===== src/hw/dtp_pkg.sv =====
// Constants, carriers and register map of the digital I/O point
// ============================================================
// Functional notes
// - Point is contact input, voltage input or output
// - Dedicated input picks sensing by input-type bit
// - Contact mode: signal on while closure seen
// - Voltage mode: signal on while voltage sufficient
// - Zero holds off, full holds on, else modulate
// - Average on fraction equals commanded power
// - Fixed base: on/off split of one period
// - Period 0.1 to 60 s, fixed base only
// - Variable base: whole line cycles, groups of three
// - Low scale gives power at zero command
// - High scale gives power at full command
// - Command maps linearly between low and high
package dtp_pkg;

    // ============================================================
    // Timing
    localparam int CLK_PERIOD_NS = 5;
    localparam int TENTH_S_MS = 100;
    localparam int TENTH_S_CYC = TENTH_S_MS * 1_000_000 / CLK_PERIOD_NS;
    localparam int STEPS = 1000;
    localparam int SLOT_CYC = TENTH_S_CYC / STEPS;

    // ============================================================
    // Scales, in tenths of a percent or tenths of a second
    localparam logic [9:0] FULL = 10'h3e8;
    localparam logic [9:0] LAST_SLOT = 10'h3e7;
    localparam logic [9:0] PER_MIN = 10'h001;
    localparam logic [9:0] PER_MAX = 10'h258;
    localparam logic [1:0] LINE_LAST = 2'h2;

    // ============================================================
    // Register offsets, fields and reset values
    localparam logic [7:0] ADDR_CTRL = 8'h00;
    localparam logic [7:0] ADDR_PERIOD = 8'h04;
    localparam logic [7:0] ADDR_LOW = 8'h08;
    localparam logic [7:0] ADDR_HIGH = 8'h0c;
    localparam logic [7:0] ADDR_CMD = 8'h10;
    localparam logic [7:0] ADDR_STATUS = 8'h14;
    localparam int CTRL_DIR_LSB = 0;
    localparam int CTRL_DED_BIT = 2;
    localparam int CTRL_TB_BIT = 3;
    localparam int STAT_PWR_LSB = 16;
    localparam logic [3:0] CTRL_RST = 4'h0;
    localparam logic [9:0] PER_RST = 10'h064;
    localparam logic [9:0] LOW_RST = 10'h000;
    localparam logic [9:0] HIGH_RST = 10'h3e8;
    localparam logic [9:0] CMD_RST = 10'h000;

    // ============================================================
    // Types
    typedef enum logic [1:0] {
        DIR_CONTACT = 2'h0,
        DIR_VOLT = 2'h1,
        DIR_OUTPUT = 2'h2
    } dtp_dir_t;

    typedef enum logic [1:0] {
        MD_INPUT = 2'h0,
        MD_STEADY = 2'h1,
        MD_FIXED = 2'h3,
        MD_VAR = 2'h2
    } dtp_mode_t;

    typedef struct packed {
        logic [7:0] addr;
        logic [31:0] wdata;
        logic wr;
        logic rd;
    } dtp_bus_t;

    typedef struct packed {
        logic ioContact;
        logic ioVolt;
        logic dedContact;
        logic dedVolt;
        logic acLine;
    } dtp_pins_t;

endpackage


===== src/hw/dtp_io_point.sv =====
// Digital I/O point: input sensing and time-proportioned output
//
// Design decisions made here: the register offsets and the strobed register port.
`timescale 1ns/1ps

module dtp_io_point #(
    parameter int SlotCycles = dtp_pkg::SLOT_CYC
) (
    input wire logic clock,
    input wire logic rst,
    input wire logic ce,
    input wire dtp_pkg::dtp_bus_t bus,
    output logic [31:0] rdata,
    input wire dtp_pkg::dtp_pins_t pins,
    output logic ioIn,
    output logic dedIn,
    output logic fieldOut,
    output logic outEn
);

    // ============================================================
    // State
    typedef struct packed {
        dtp_pkg::dtp_mode_t mode;
        logic [3:0] ctrl;
        logic [9:0] per;
        logic [9:0] low;
        logic [9:0] high;
        logic [9:0] cmd;
        logic [23:0] base;
        logic [9:0] rep;
        logic [9:0] slot;
        logic [9:0] onSlots;
        logic [9:0] acc;
        logic [1:0] lineCnt;
        logic grpOn;
        dtp_pkg::dtp_pins_t syncA;
        dtp_pkg::dtp_pins_t syncB;
        logic acPrev;
        logic ioIn;
        logic dedIn;
        logic fieldOut;
        logic outEn;
        logic [31:0] rdata;
    } dtp_state_t;

    dtp_state_t s_reg;
    dtp_state_t s_next;

    // Clamp a written percentage to full scale
    function automatic logic [9:0] clampPct(input logic [31:0] v);
        clampPct = (v > 32'(dtp_pkg::FULL)) ? dtp_pkg::FULL : v[9:0];
    endfunction

    // ============================================================
    // Power scaling
    logic [1:0] dirCfg;
    logic signed [11:0] span;
    logic signed [22:0] prod;
    logic signed [22:0] quo;
    logic signed [22:0] effSum;
    logic [9:0] effPwr;
    logic acEdge;
    logic slotEnd;
    logic periodEnd;

    assign dirCfg = s_reg.ctrl[dtp_pkg::CTRL_DIR_LSB +: 2];
    // Linear map of command onto low..high span
    assign span = $signed({2'h0, s_reg.high}) - $signed({2'h0, s_reg.low});
    assign prod = span * $signed({1'h0, s_reg.cmd});
    assign quo = prod / $signed({13'h0000, dtp_pkg::FULL});
    // Zero command gives low, full gives high
    assign effSum = $signed({13'h0000, s_reg.low}) + quo;
    assign effPwr = effSum[9:0];

    // Edge from the second sync stage and its delayed copy only
    assign acEdge = s_reg.syncB.acLine & ~s_reg.acPrev;
    assign slotEnd = (s_reg.base == 24'(SlotCycles - 1));
    assign periodEnd = slotEnd && (s_reg.rep >= s_reg.per - dtp_pkg::PER_MIN)
        && (s_reg.slot == dtp_pkg::LAST_SLOT);

    // ============================================================
    // Next state
    always_comb
    begin
        logic [10:0] sum;
        dtp_pkg::dtp_mode_t wantMode;
        sum = 11'h000;
        wantMode = dtp_pkg::MD_INPUT;
        s_next = s_reg;
        // Two-stage synchronisers on all field pins
        s_next.syncA = pins;
        s_next.syncB = s_reg.syncA;
        s_next.acPrev = s_reg.syncB.acLine;
        s_next.rdata = 32'h0000_0000;

        // Register writes; unmapped writes are dropped
        if (bus.wr)
        begin
            case (bus.addr)
                dtp_pkg::ADDR_CTRL: s_next.ctrl = bus.wdata[3:0];
                dtp_pkg::ADDR_PERIOD:
                begin
                    // Out-of-range periods pinned to the legal span
                    if (bus.wdata < 32'(dtp_pkg::PER_MIN))
                        s_next.per = dtp_pkg::PER_MIN;
                    else if (bus.wdata > 32'(dtp_pkg::PER_MAX))
                        s_next.per = dtp_pkg::PER_MAX;
                    else
                        s_next.per = bus.wdata[9:0];
                end
                dtp_pkg::ADDR_LOW: s_next.low = clampPct(bus.wdata);
                dtp_pkg::ADDR_HIGH: s_next.high = clampPct(bus.wdata);
                dtp_pkg::ADDR_CMD: s_next.cmd = clampPct(bus.wdata);
                default: s_next.ctrl = s_reg.ctrl;
            endcase
        end

        // Register reads; unmapped reads return zero
        if (bus.rd)
        begin
            case (bus.addr)
                dtp_pkg::ADDR_CTRL: s_next.rdata = {28'h000_0000, s_reg.ctrl};
                dtp_pkg::ADDR_PERIOD: s_next.rdata = {22'h00_0000, s_reg.per};
                dtp_pkg::ADDR_LOW: s_next.rdata = {22'h00_0000, s_reg.low};
                dtp_pkg::ADDR_HIGH: s_next.rdata = {22'h00_0000, s_reg.high};
                dtp_pkg::ADDR_CMD: s_next.rdata = {22'h00_0000, s_reg.cmd};
                dtp_pkg::ADDR_STATUS:
                begin
                    s_next.rdata[dtp_pkg::STAT_PWR_LSB +: 10] = effPwr;
                    s_next.rdata[0] = s_reg.ioIn;
                    s_next.rdata[1] = s_reg.dedIn;
                    s_next.rdata[2] = s_reg.fieldOut;
                end
                default: s_next.rdata = 32'h0000_0000;
            endcase
        end

        // Mode pick: steady ends, or the chosen time base
        if (dirCfg != dtp_pkg::DIR_OUTPUT)
            wantMode = dtp_pkg::MD_INPUT;
        else if (effPwr == 10'h000 || effPwr >= dtp_pkg::FULL)
            wantMode = dtp_pkg::MD_STEADY;
        else if (s_reg.ctrl[dtp_pkg::CTRL_TB_BIT])
            wantMode = dtp_pkg::MD_VAR;
        else
            wantMode = dtp_pkg::MD_FIXED;
        s_next.mode = wantMode;

        // Fixed base: slot prescaler, then 1000 slots a period
        if (wantMode == dtp_pkg::MD_FIXED && s_reg.mode != dtp_pkg::MD_FIXED)
        begin
            // Fresh period on entry so the first one is full length
            s_next.base = 24'h00_0000;
            s_next.rep = 10'h000;
            s_next.slot = 10'h000;
            s_next.onSlots = effPwr;
        end
        else if (wantMode == dtp_pkg::MD_FIXED)
        begin
            s_next.base = s_reg.base + 24'h00_0001;
            if (slotEnd)
            begin
                s_next.base = 24'h00_0000;
                s_next.rep = s_reg.rep + 10'h001;
                if (s_reg.rep >= s_reg.per - dtp_pkg::PER_MIN)
                begin
                    s_next.rep = 10'h000;
                    s_next.slot = s_reg.slot + 10'h001;
                    if (s_reg.slot == dtp_pkg::LAST_SLOT)
                    begin
                        // Restart and take the present scaled power
                        s_next.slot = 10'h000;
                        s_next.onSlots = effPwr;
                    end
                end
            end
        end

        // Variable base: decide once per group of three line cycles
        if (wantMode == dtp_pkg::MD_VAR && acEdge)
        begin
            s_next.lineCnt = (s_reg.lineCnt == dtp_pkg::LINE_LAST)
                ? 2'h0 : s_reg.lineCnt + 2'h1;
            if (s_reg.lineCnt == 2'h0)
            begin
                // Error accumulator keeps the long-run average exact
                sum = {1'h0, s_reg.acc} + {1'h0, effPwr};
                if (sum >= {1'h0, dtp_pkg::FULL})
                begin
                    s_next.grpOn = 1'b1;
                    s_next.acc = 10'(sum - {1'h0, dtp_pkg::FULL});
                end
                else
                begin
                    s_next.grpOn = 1'b0;
                    s_next.acc = sum[9:0];
                end
            end
        end
        else if (wantMode != dtp_pkg::MD_VAR)
        begin
            s_next.lineCnt = 2'h0;
            s_next.grpOn = 1'b0;
        end

        // Field drive from the chosen mode
        unique case (wantMode)
            dtp_pkg::MD_INPUT: s_next.fieldOut = 1'b0;
            dtp_pkg::MD_STEADY: s_next.fieldOut = (effPwr >= dtp_pkg::FULL);
            dtp_pkg::MD_FIXED: s_next.fieldOut = (s_next.slot < s_next.onSlots);
            dtp_pkg::MD_VAR: s_next.fieldOut = s_next.grpOn;
        endcase
        s_next.outEn = (dirCfg == dtp_pkg::DIR_OUTPUT);

        // Transmitted input signals
        unique case (dirCfg)
            dtp_pkg::DIR_CONTACT: s_next.ioIn = s_reg.syncB.ioContact;
            dtp_pkg::DIR_VOLT: s_next.ioIn = s_reg.syncB.ioVolt;
            default: s_next.ioIn = 1'b0;
        endcase
        s_next.dedIn = s_reg.ctrl[dtp_pkg::CTRL_DED_BIT]
            ? s_reg.syncB.dedVolt : s_reg.syncB.dedContact;
    end

    // ============================================================
    // State register, frozen while ce is low
    always_ff @(posedge clock)
    begin
        if (rst)
        begin
            s_reg <= '0;
            s_reg.ctrl <= dtp_pkg::CTRL_RST;
            s_reg.per <= dtp_pkg::PER_RST;
            s_reg.low <= dtp_pkg::LOW_RST;
            s_reg.high <= dtp_pkg::HIGH_RST;
            s_reg.cmd <= dtp_pkg::CMD_RST;
        end
        else if (ce)
            s_reg <= s_next;
    end

    // Outputs straight from the state register
    assign rdata = s_reg.rdata;
    assign ioIn = s_reg.ioIn;
    assign dedIn = s_reg.dedIn;
    assign fieldOut = s_reg.fieldOut;
    assign outEn = s_reg.outEn;
endmodule // dtp_io_point


===== config.mk =====
export PLATFORM = sky130hd
export DESIGN_NAME = dtp_io_point
export DESIGN_NICKNAME = d
export VERILOG_FILES = /design/src/hw/dtp_pkg.sv /design/src/hw/dtp_io_point.sv
export SDC_FILE = /design/constraint.sdc
export NUM_CORES = 1
export LEC_CHECK = 0
export BUFFER_PORTS_ARGS = -buffer_cell sky130_fd_sc_hd__buf_2
export CAP_MARGIN = 40
export CORE_MARGIN = 3
export CORE_UTILIZATION = 50
export DETAILED_ROUTE_END_ITERATION = 7
export PLACE_DENSITY = 0.79
export SYNTH_ARGS = -nofsm -noshare
export SYNTH_HDL_FRONTEND = slang
export SYNTH_SLANG_ARGS = --single-unit

===== constraint.sdc =====
create_clock -name clock -period 26.6 [get_ports clock]
set_input_delay 1.33 -clock clock [delete_from_list [all_inputs] [get_ports clock]]
set_output_delay 1.33 -clock clock [all_outputs]
set_load 0.02 [all_outputs]

==> reports/results.tsv, run 1 <==
stage	metric	value	unit
status	run_status	finished, final reports clean	
synth	ys_ff_latch	148	
synth	synthCells	2350	
min_path	min_from	outEn	
global_route	track_usage	0.2388	
global_route	gr-usage-met1	0.3160	
floorplanning	die_y	198.8	um
synth	postSynthAreaPerCell	7.907	um^2
clocking	post_cts_buffers	0	
global_route	grt_pass1_wl	79940	um
synth	synth_most_common_cell	nor2_1	
flow_run	maxCapViolCount	0	
route	wire_per_inst	16.72	um
clocking	cts-root-buf	clkbuf_16	
synth	synth_top_area_frac	0.1595	
setup_path	r2r-end	fieldOut	
timing	hold_viol_final	0	
setup_path	arrival	24.32	ns
clocking	clock_latency	0.43	ns
route	via_per_inst	6.069	
placement	io_buffers	73	
timing	setup_viol_count_final	0	
setup_path	crit_fanout	24	
finish	drive_above_1_share	0.09809	
placement	gp_congestion	0.9144	
floorplanning	row_count	69	
route	drt_iter0_markers	1346	
floorplanning	fp.coreArea	36090	um^2
placement	pre_cts_ws	3.087	ns
floorplanning	die_area	39510	um^2
power	vdd_drop_max	0.05181	mV
power	leakagePower	8.405	nW
timing	hold_slack	0.4653	ns
clocking	clk_path_buf_depth	2	
min_path	min_to	outEn	
route	ant_nets	0	
timing	post-route-min-period	24.00	ns
timing	finalClockSkew	0.01595	ns
timing	max_slew.worst_pin.slew	1.026	ns
route	drc_errors	0	
finish	area_delta_synth_final	5.623	%
timing	tns	0	ns
setup_path	worst_setup_path_start_kind	flip-flop	
setup_path	critical_path_class	reg -> reg	
global_route	grtUsageMet2	0.4149	
min_path	holdCritPathClass	reg -> reg	
clocking	htree_levels	4	
power	seq_power_share	0.454	
synth	ys_warn_count	0	
setup_path	endpoint_kind	flip-flop	
setup_path	slowest_stage	nand2_1	
clocking	ctsHoldBuffers	0	
global_route	grt_pass1_vias	16760	
setup_path	cp_common_cell	a21oi_1	
synth	synth_top_area_cell	dfxtp_1	
clocking	cts_tree	yes	
route	dr.pass1.iters	8	
setup_path	ff2ff_setup_slack	2.60	ns
clocking	cts_buffers	17	
power	switchingPower	125.3	uW
timing	clock.fmax	0.04167	GHz
global_route	grt-ovfl-total	0	
power	p_sw_frac	0.2548	
route	num_vias	17090	
power	power_density	25.06	nW/um^2
timing	drv_slew	0	
synth	ys_seq_area_frac	0.1595	
global_route	antenna_found_initial	0	
finish	largest_register_ffs	116	
placement	dp_hpwl	36590	um
floorplanning	start_util	0.5149	
clocking	cts_sinks	148	
setup_path	r2r_cells	90	
power	p_clk_frac	0.497	
synth	synth_edf_count	0	
synth	synth_top_flop_cell	dfxtp_1	
clocking	cts-resized-gates	0	
clocking	clk_transition_reported_paths	0.07	ns
route	drt-total-wl	47080	um
floorplanning	boundaryPins	86	
finish	fin_nets	2606	
timing	timing.slew.headroom	0.3135	
synth	synthArstFlopShare	0	
synth	synthTopCellsByArea	dfxtp_1 (16%), fa_1 (12%), ha_1 (7.1%), nor2_1 (4.9%), inv_1 (4.3%)	
synth	synth.distinct_cells	123	
setup_path	r2r-start	s_reg[134]	
timing	rsz0062_at_grt	false	
setup_path	cp.required	26.93	ns
power	cellInternalPower	366.6	uW
timing	final.period_utilization	0.9022	
global_route	groute.layer.met3.usage	0.02168	
min_path	min_path_cells	2	
global_route	busiest_layer	met2	
synth	yosys-top-cells-count	nor2_1 (241), inv_1 (212), nand2_1 (191), dfxtp_1 (148), a21oi_1 (129)	
synth	netlist_area	18580	um^2
floorplanning	die_x	198.8	um
power	power_frac_comb	0.049	
global_route	grt_max_degree	55	
setup_path	slowest_delay	0.71	ns
timing	setup_ws	2.602	ns
finish	antenna_cells	0	
## cells in the final DEF (no fill, tap or decap), types with 45 or more instances in the layout
cell type  count
nor3_1        45
mux2i_1       64
nand2_1      191
inv_1        212
o21ai_0       65
nor2_1       241
a21oi_1      129
fa_1         108
xnor2_1       86
ha_1         106
and2_1        73
nand3_1       62
buf_2         75
dfxtp_1      148
xor2_1        50
## final cells by class
class	count	area (um^2)
Clock buffer	18	439.2
Clock inverter	14	160.2
Fill cell	3279	16460
Inverter	214	803.3
Multi-Input combinational cell	1866	14150
Sequential cell	148	2963
Tap cell	461	576.8
Timing Repair Buffer	95	533.0
## cell families (layout without fill, tap and decap cells)
family                   Yosys count  after routing  share of synthesized area
AO/OA/AOI/OAI                    548            548                     0.2145
XOR/XNOR                         141            141                    0.06909
adder cells (fa/ha/maj)          217            217                     0.1894
buffers and inverters            347            341                    0.08121
flip-flops                       148            148                     0.1595
multiplexers                      77             77                    0.04492
other                              1             12                  0.0002018
AND/OR/NAND/NOR                  871            871                     0.2413
## metrics by stage
step / util / total power, mW / std cells / cell area (um^2)
after floorplan: - / 0.2448 / 2361 / 18620
after global placement: 0.5249 / 0.2512 / 2773 / 18940
after detailed placement: 0.5272 / 0.2520 / 2784 / 19030
after CTS: 0.5438 / 0.4922 / 2816 / 19630
after global routing: 0.5438 / 0.5063 / 2816 / 19630
final: 0.5438 / 0.4919 / 2816 / 19630
## critical path: cells and delay by family, from the launching register on
family          cells  cell delay (ns)
fa+ha+maj          11             4.34
mux                 2             0.52
buf+inv             5             0.35
compound gates     53            13.81
xor+xnor            3             0.82
simple gates       16             3.63
flops               1             0.39
## worst max path at each step
stage          slack (ns)  endpoint       start
2_1_floorplan        6.86  fieldOut  s_reg[134]
3_3_place_gp         3.28  fieldOut  s_reg[134]
3_5_place_dp         3.09  fieldOut  s_reg[134]
4_1_cts              2.94  fieldOut  s_reg[134]
5_1_grt              0.56  fieldOut  s_reg[135]
6_report             2.60  fieldOut  s_reg[134]
## layer usage
| metal | vias to the layer above | routed length, um |
|---|---|---|
| met5 | - | 0 |
| met4 | 0 | 1159 |
| met3 | 98 | 2323 |
| met2 | 507 | 22750 |
| met1 | 8254 | 20850 |
| li1 | 8231 | - |
## power by group through the flow
| stage | sequential (mW) | combinational (mW) | clock (mW) |
|---|---|---|---|
| 3_5_place_dp | 0.228 | 0.0238 | 0 |
| 3_3_place_gp | 0.228 | 0.0232 | 0 |
| 6_report | 0.223 | 0.0243 | 0.244 |
| 4_1_cts | 0.223 | 0.0240 | 0.245 |
| 5_1_grt | 0.223 | 0.0265 | 0.257 |
| 2_1_floorplan | 0.228 | 0.0168 | 0 |
No activity file was read; power rests on OpenSTA's default activity.
==> run 2, diff against run 1 <==
==> constraint.sdc (replaced) <==
create_clock -name clock -period 29.5 [get_ports clock]
set_input_delay 1.475 -clock clock [delete_from_list [all_inputs] [get_ports clock]]
set_output_delay 1.475 -clock clock [all_outputs]
set_load 0.02 [all_outputs]
==> reports/results.tsv, run 2 (synthesis results as in run 1) <==
stage	metric	value	unit
placement	dp_hpwl	36650	um
clocking	clock_latency	0.43	ns
timing	final.period_utilization	0.8168	
clocking	ctsHoldBuffers	0	
setup_path	arrival	24.41	ns
route	via_per_inst	6.061	
clocking	htree_levels	4	
timing	tns	0	ns
timing	timing.slew.headroom	0.4028	
timing	post-route-min-period	24.09	ns
global_route	antenna_found_initial	0	
setup_path	cp-startpoint	s_reg[134]	
finish	nFillCells	3297	
timing	finalClockSkew	0.01347	ns
route	drt_iter0_markers	1467	
power	power_density	22.48	nW/um^2
finish	post_layout_nonfiller_instances	2817	
clocking	cts_sinks	148	
min_path	holdCritPathClass	reg -> reg	
setup_path	r2r-end	fieldOut	
global_route	grt_pass1_wl	79920	um
global_route	track_usage	0.2386	
finish	final_cell_mix	nor2_1 (241), inv_1 (212), nand2_1 (191)	
floorplanning	die_area	39510	um^2
clocking	clk_transition_reported_paths	0.06	ns
floorplanning	start_util	0.5149	
clocking	cts-resized-gates	0	
timing	rsz0062_at_grt	false	
placement	io_buffers	73	
global_route	grt_max_degree	55	
setup_path	slowest_delay	0.75	ns
finish	antenna_cells	0	
floorplanning	die_y	198.8	um
timing	hold_slack	0.4638	ns
setup_path	critical_path_class	reg -> reg	
setup_path	critPathCapture	fieldOut	
power	vdd_drop_max	0.03880	mV
timing	hold_viol_final	0	
timing	setup_viol_count_final	0	
finish	final_common_cell	nor2_1	
clocking	cts_tree	yes	
setup_path	cp_common_cell	a21oi_1	
finish	fin_nets	2607	
setup_path	crit_fanout	24	
setup_path	slowest_stage	o41ai_4	
route	drc_errors	0	
power	leakagePower	8.402	nW
status	run_status	finished, final reports clean	
clocking	clk_path_buf_depth	2	
setup_path	r2r_cells	90	
setup_path	path_buf_inv	5	
route	ant_nets	0	
setup_path	crit_family	compound AO/OA/AOI/OAI gates	
finish	largest_register_ffs	116	
placement	gp_congestion	0.9142	
global_route	grt-ovfl-total	0	
setup_path	endpoint_kind	flip-flop	
clocking	cts_buffers	17	
timing	drv_slew	0	
route	wire_per_inst	16.76	um
clocking	cts-root-buf	clkbuf_16	
floorplanning	fp.coreArea	36090	um^2
floorplanning	boundaryPins	86	
clocking	post_cts_buffers	0	
floorplanning	die_x	198.8	um
finish	fin_util	0.5439	
route	dr.pass1.iters	5	
setup_path	r2r-start	s_reg[134]	
route	drt-total-wl	47220	um
timing	max_slew.worst_pin.slew	0.8894	ns
setup_path	ff2ff_setup_slack	5.41	ns
setup_path	cp.required	29.82	ns
finish	drive_above_1_share	0.09847	
flow_run	maxCapViolCount	0	
setup_path	path_depth	90	
finish	area_delta_synth_final	5.630	%
floorplanning	row_count	69	
setup_path	worst_setup_path_start_kind	flip-flop	
placement	placedCellCount	2785	
route	num_vias	17080	
timing	clock.fmax	0.04150	GHz
global_route	grt_pass1_vias	16700	
## run 2: cell types whose count changed in the layout (fill, tap and decap cells not counted)
| cell | change |
|---|---|
| clkbuf_8 | +1 |
| inv_8 | -4 |
| clkinvlp_4 | +1 |
| buf_4 | +1 |
| inv_6 | +3 |
| clkinv_4 | -1 |
## run 2: worst min-delay path by stage
stage	start	to	slack (ns)	depth (start not counted)
final	rdata[2]	rdata[2]	0.46	2
after global routing	rdata[2]	rdata[2]	0.49	2
after CTS	rdata[3]	rdata[3]	0.47	2
after detailed placement	rdata[3]	rdata[3]	0.46	2
after global placement	outEn	outEn	0.45	2
after floorplan	rdata[0]	rdata[0]	0.45	2
## run 2: final cells by class
class | instances | area (um^2) | share of cell area
inverters | 214 | 803.3 | 0.04093
clock buffers | 19 | 452.9 | 0.02308
repair buffers | 96 | 540.5 | 0.02754
multi-input cells | 1866 | 14150 | 0.7210
flip-flops and latches | 148 | 2963 | 0.1510
clock inverters | 13 | 140.1 | 0.007140
well taps | 461 | 576.8 | 0.02939
## run 2: worst min-delay path: stages, from the launching register on
cell and delay (ns):
dfxtp_1 0.31, nand2_1 0.06, a21oi_1 0.05
## run 2: through the flow
step	power [mW]	setup WS, ns	instance area [um^2]
after floorplan	0.2207	9.759	18620
after global placement	0.2265	6.177	18940
after detailed placement	0.2272	5.954	19030
after CTS	0.4419	5.850	19630
after global routing	0.4537	3.422	19630
final	0.4411	5.405	19630
## run 2: per-layer routing
| metal | part of all wire | wire (um) | track usage |
|---|---|---|---|
| met1 | 0.44 | 20790 | 0.3145 |
| met2 | 0.49 | 22900 | 0.4200 |
| met3 | 0.054 | 2531 | 0.02270 |
| met4 | 0.021 | 992 | 0.06325 |
| met5 | 0 | 0 | 0 |
## run 2: power breakdown
part           internal [mW]  switching, mW
sequential             0.201       0.000618
clock                  0.124         0.0944
combinational        0.00703         0.0149
total                  0.331          0.110
==> run 3, diff against run 2 <==
--- a/config.mk
+++ b/config.mk
@@ -5,12 +5,13 @@
 export SDC_FILE = /design/constraint.sdc
 export NUM_CORES = 1
 export LEC_CHECK = 0
+export ABC_AREA = 1
 export BUFFER_PORTS_ARGS = -buffer_cell sky130_fd_sc_hd__buf_2
 export CAP_MARGIN = 40
 export CORE_MARGIN = 3
 export CORE_UTILIZATION = 50
 export DETAILED_ROUTE_END_ITERATION = 7
-export PLACE_DENSITY = 0.79
+export PLACE_DENSITY = 0.82
 export SYNTH_ARGS = -nofsm -noshare
 export SYNTH_HDL_FRONTEND = slang
 export SYNTH_SLANG_ARGS = --single-unit
==> constraint.sdc (replaced) <==
create_clock -name clock -period 19.5 [get_ports clock]
set_input_delay 0.975 -clock clock [delete_from_list [all_inputs] [get_ports clock]]
set_output_delay 0.975 -clock clock [all_outputs]
set_load 0.02 [all_outputs]
==> reports/results.tsv, run 3 <==
stage	metric	value	unit
status	run_status	finished, final reports clean	
timing	post-route-min-period	18.69	ns
route	drc_errors	0	
synth	ys_seq_area_frac	0.1653	
route	via_per_inst	5.483	
setup_path	path_buf_inv	14	
power	p_total	713.9	uW
synth	synth.distinct_cells	76	
finish	final_common_cell	nand2_1	
timing	finalClockSkew	0.01811	ns
setup_path	slowest_stage	fa_1	
timing	clock.fmax	0.05351	GHz
synth	synthTopCellsByArea	dfxtp_1 (17%), nand2_1 (12%), fa_1 (12%), inv_1 (10%), ha_1 (7.4%)	
setup_path	crit_fanout	9	
setup_path	r2r_cells	129	
clocking	cts-root-buf	clkbuf_16	
synth	ys_warn_count	0	
setup_path	ff2ff_setup_slack	0.81	ns
floorplanning	start_util	0.5127	
floorplanning	die_x	195.4	um
synth	synthCells	2676	
min_path	min_path_cells	2	
finish	ff_latch_area	2968	um^2
floorplanning	row_count	68	
setup_path	slowest_delay	0.54	ns
setup_path	crit_family	simple AND/OR/NAND/NOR gates	
placement	io_buffers	73	
synth	synth_top_flop_cell	dfxtp_1	
power	leakagePower	10.10	nW
placement	gp_congestion	0.9402	
route	drt-total-wl	47860	um
synth	synth_top_area_frac	0.1653	
clocking	cts_tree	yes	
synth	netlist_area	17930	um^2
clocking	htree_levels	4	
clocking	cts_buffers	17	
synth	ys_ff_latch	148	
global_route	grt_pass1_wl	77550	um
finish	antenna_cells	0	
global_route	grt_max_degree	77	
setup_path	endpoint_kind	flip-flop	
flow_run	maxCapViolCount	0	
min_path	min_from	rdata[18]	
timing	setup_viol_count_final	0	
global_route	track_usage	0.2374	
synth	synthArstFlopShare	0	
route	wire_per_inst	14.93	um
synth	synth_edf_count	0	
power	vdd_drop_max	0.07633	mV
floorplanning	boundaryPins	86	
min_path	min_to	rdata[18]	
timing	final.period_utilization	0.9583	
route	dr.pass1.iters	5	
floorplanning	die_y	195.4	um
floorplanning	fp.coreArea	34970	um^2
clocking	clk_path_buf_depth	2	
synth	yosys-top-cells-count	nand2_1 (592), inv_1 (480), nor2_1 (202), a21oi_1 (154), dfxtp_1 (148)	
timing	drv_slew	0	
power	power_density	35.71	nW/um^2
placement	placed_area	18450	um^2
clocking	cts_sinks	148	
finish	largest_register_ffs	116	
synth	synth_top_area_cell	dfxtp_1	
global_route	grt_pass1_vias	16880	
setup_path	arrival	19.04	ns
finish	multi_input_area	13130	um^2
finish	area_delta_synth_final	11.50	%
finish	final_cell_mix	nand2_1 (565), inv_1 (473), nor2_1 (186)	
route	num_vias	17570	
finish	fin_util	0.5717	
timing	timing.slew.headroom	0.3256	
floorplanning	die_area	38170	um^2
setup_path	r2r-start	s_reg[124]	
finish	stdcell_area	19990	um^2
placement	dp_hpwl	36790	um
min_path	holdCritPathClass	reg -> reg	
finish	fin_nets	3001	
clocking	clk_transition_reported_paths	0.07	ns
clocking	clock_latency	0.44	ns
global_route	antenna_found_initial	0	
synth	postSynthAreaPerCell	6.700	um^2
timing	max_slew.worst_pin.slew	1.008	ns
finish	drive_above_1_share	0.1811	
route	ant_nets	0	
timing	tns	0	ns
timing	hold_viol_final	0	
synth	synth_most_common_cell	nand2_1	
route	drt_iter0_markers	1421	
global_route	grt-ovfl-total	0	
setup_path	critical_path_class	reg -> reg	
finish	nFillCells	3157	
setup_path	r2r-end	fieldOut	
setup_path	worst_setup_path_start_kind	flip-flop	
setup_path	cp.required	19.85	ns
run 3: cell count changes after synthesis, sizes merged, moves of 42 or more:
cell	previous run	this run
nand2	194	686
inv	212	524
nand3	63	169
xnor2	89	19
and2	74	7
mux2i	65	2
and3	44	2
run 3: repair_timing:
action	CTS	global route
hold endpoints to repair	0	0
setup buffers	3	24
gates cloned	0	3
hold buffers	0	0
gates resized for setup	2	153
pin swaps	1	61
setup endpoints to repair	1	68
run 3: where the power goes:
group	leakage [nW]	switching, mW	internal (mW)
clock	0.305	0.158	0.187
sequential	1.20	0.00408	0.307
combinational	8.60	0.0387	0.0197
run 3: layout make-up:
| cell class | count | share of cell area |
|---|---|---|
| timing repair buffer | 110 | 0.03342 |
| clock buffer | 17 | 0.02128 |
| multi-input combinational | 1929 | 0.6568 |
| inverter | 531 | 0.1015 |
| clock inverter | 15 | 0.01001 |
| tap | 455 | 0.02848 |
| sequential | 148 | 0.1485 |
run 3: worst max path at each step:
| stage | startpoint | to | depth (start not counted) | slack, ns |
|---|---|---|---|---|
| 6_report | s_reg[124] | fieldOut | 129 | 0.81 |
| 5_1_grt | s_reg[124] | fieldOut | 132 | -0.51 |
| 4_1_cts | s_reg[134] | fieldOut | 130 | 0.05 |
| 3_5_place_dp | s_reg[134] | fieldOut | 129 | -0.35 |
| 3_3_place_gp | s_reg[134] | fieldOut | 129 | 0.31 |
| 2_1_floorplan | s_reg[134] | fieldOut | 137 | 2.91 |
run 3: layer usage:
layer / track usage / vias to the layer above / part of all wire
li1: - / 8545 / -
met1: 0.2970 / 8275 / 0.41
met2: 0.4149 / 615 / 0.49
met3: 0.03675 / 139 / 0.061
met4: 0.08503 / 0 / 0.035
met5: 0 / - / 0
run 3: stage by stage:
step	std cells	setup slack [ns]	hold slack (ns)
2_1_floorplan	2687	2.914	0.4453
3_3_place_gp	3143	0.3087	0.4498
3_5_place_dp	3143	-0.3546	0.4562
4_1_cts	3178	0.04919	0.4668
5_1_grt	3205	-0.5077	0.4927
6_report	3205	0.8136	0.4662
run 3: worst min-delay path, stage by stage (launching register included):
cell and delay [ns]:
dfxtp_1 0.31, nand2_1 0.06, a21oi_1 0.05
run 3: logic make-up after synthesis:
group	share of synthesized area
AO/OA/AOI/OAI	0.1231
XOR/XNOR	0.04446
AND/OR/NAND/NOR	0.3291
flip-flops	0.1653
adder cells (fa/ha/maj)	0.1946
buffers and inverters	0.1422
other	0.0002092
multiplexers	0.001117
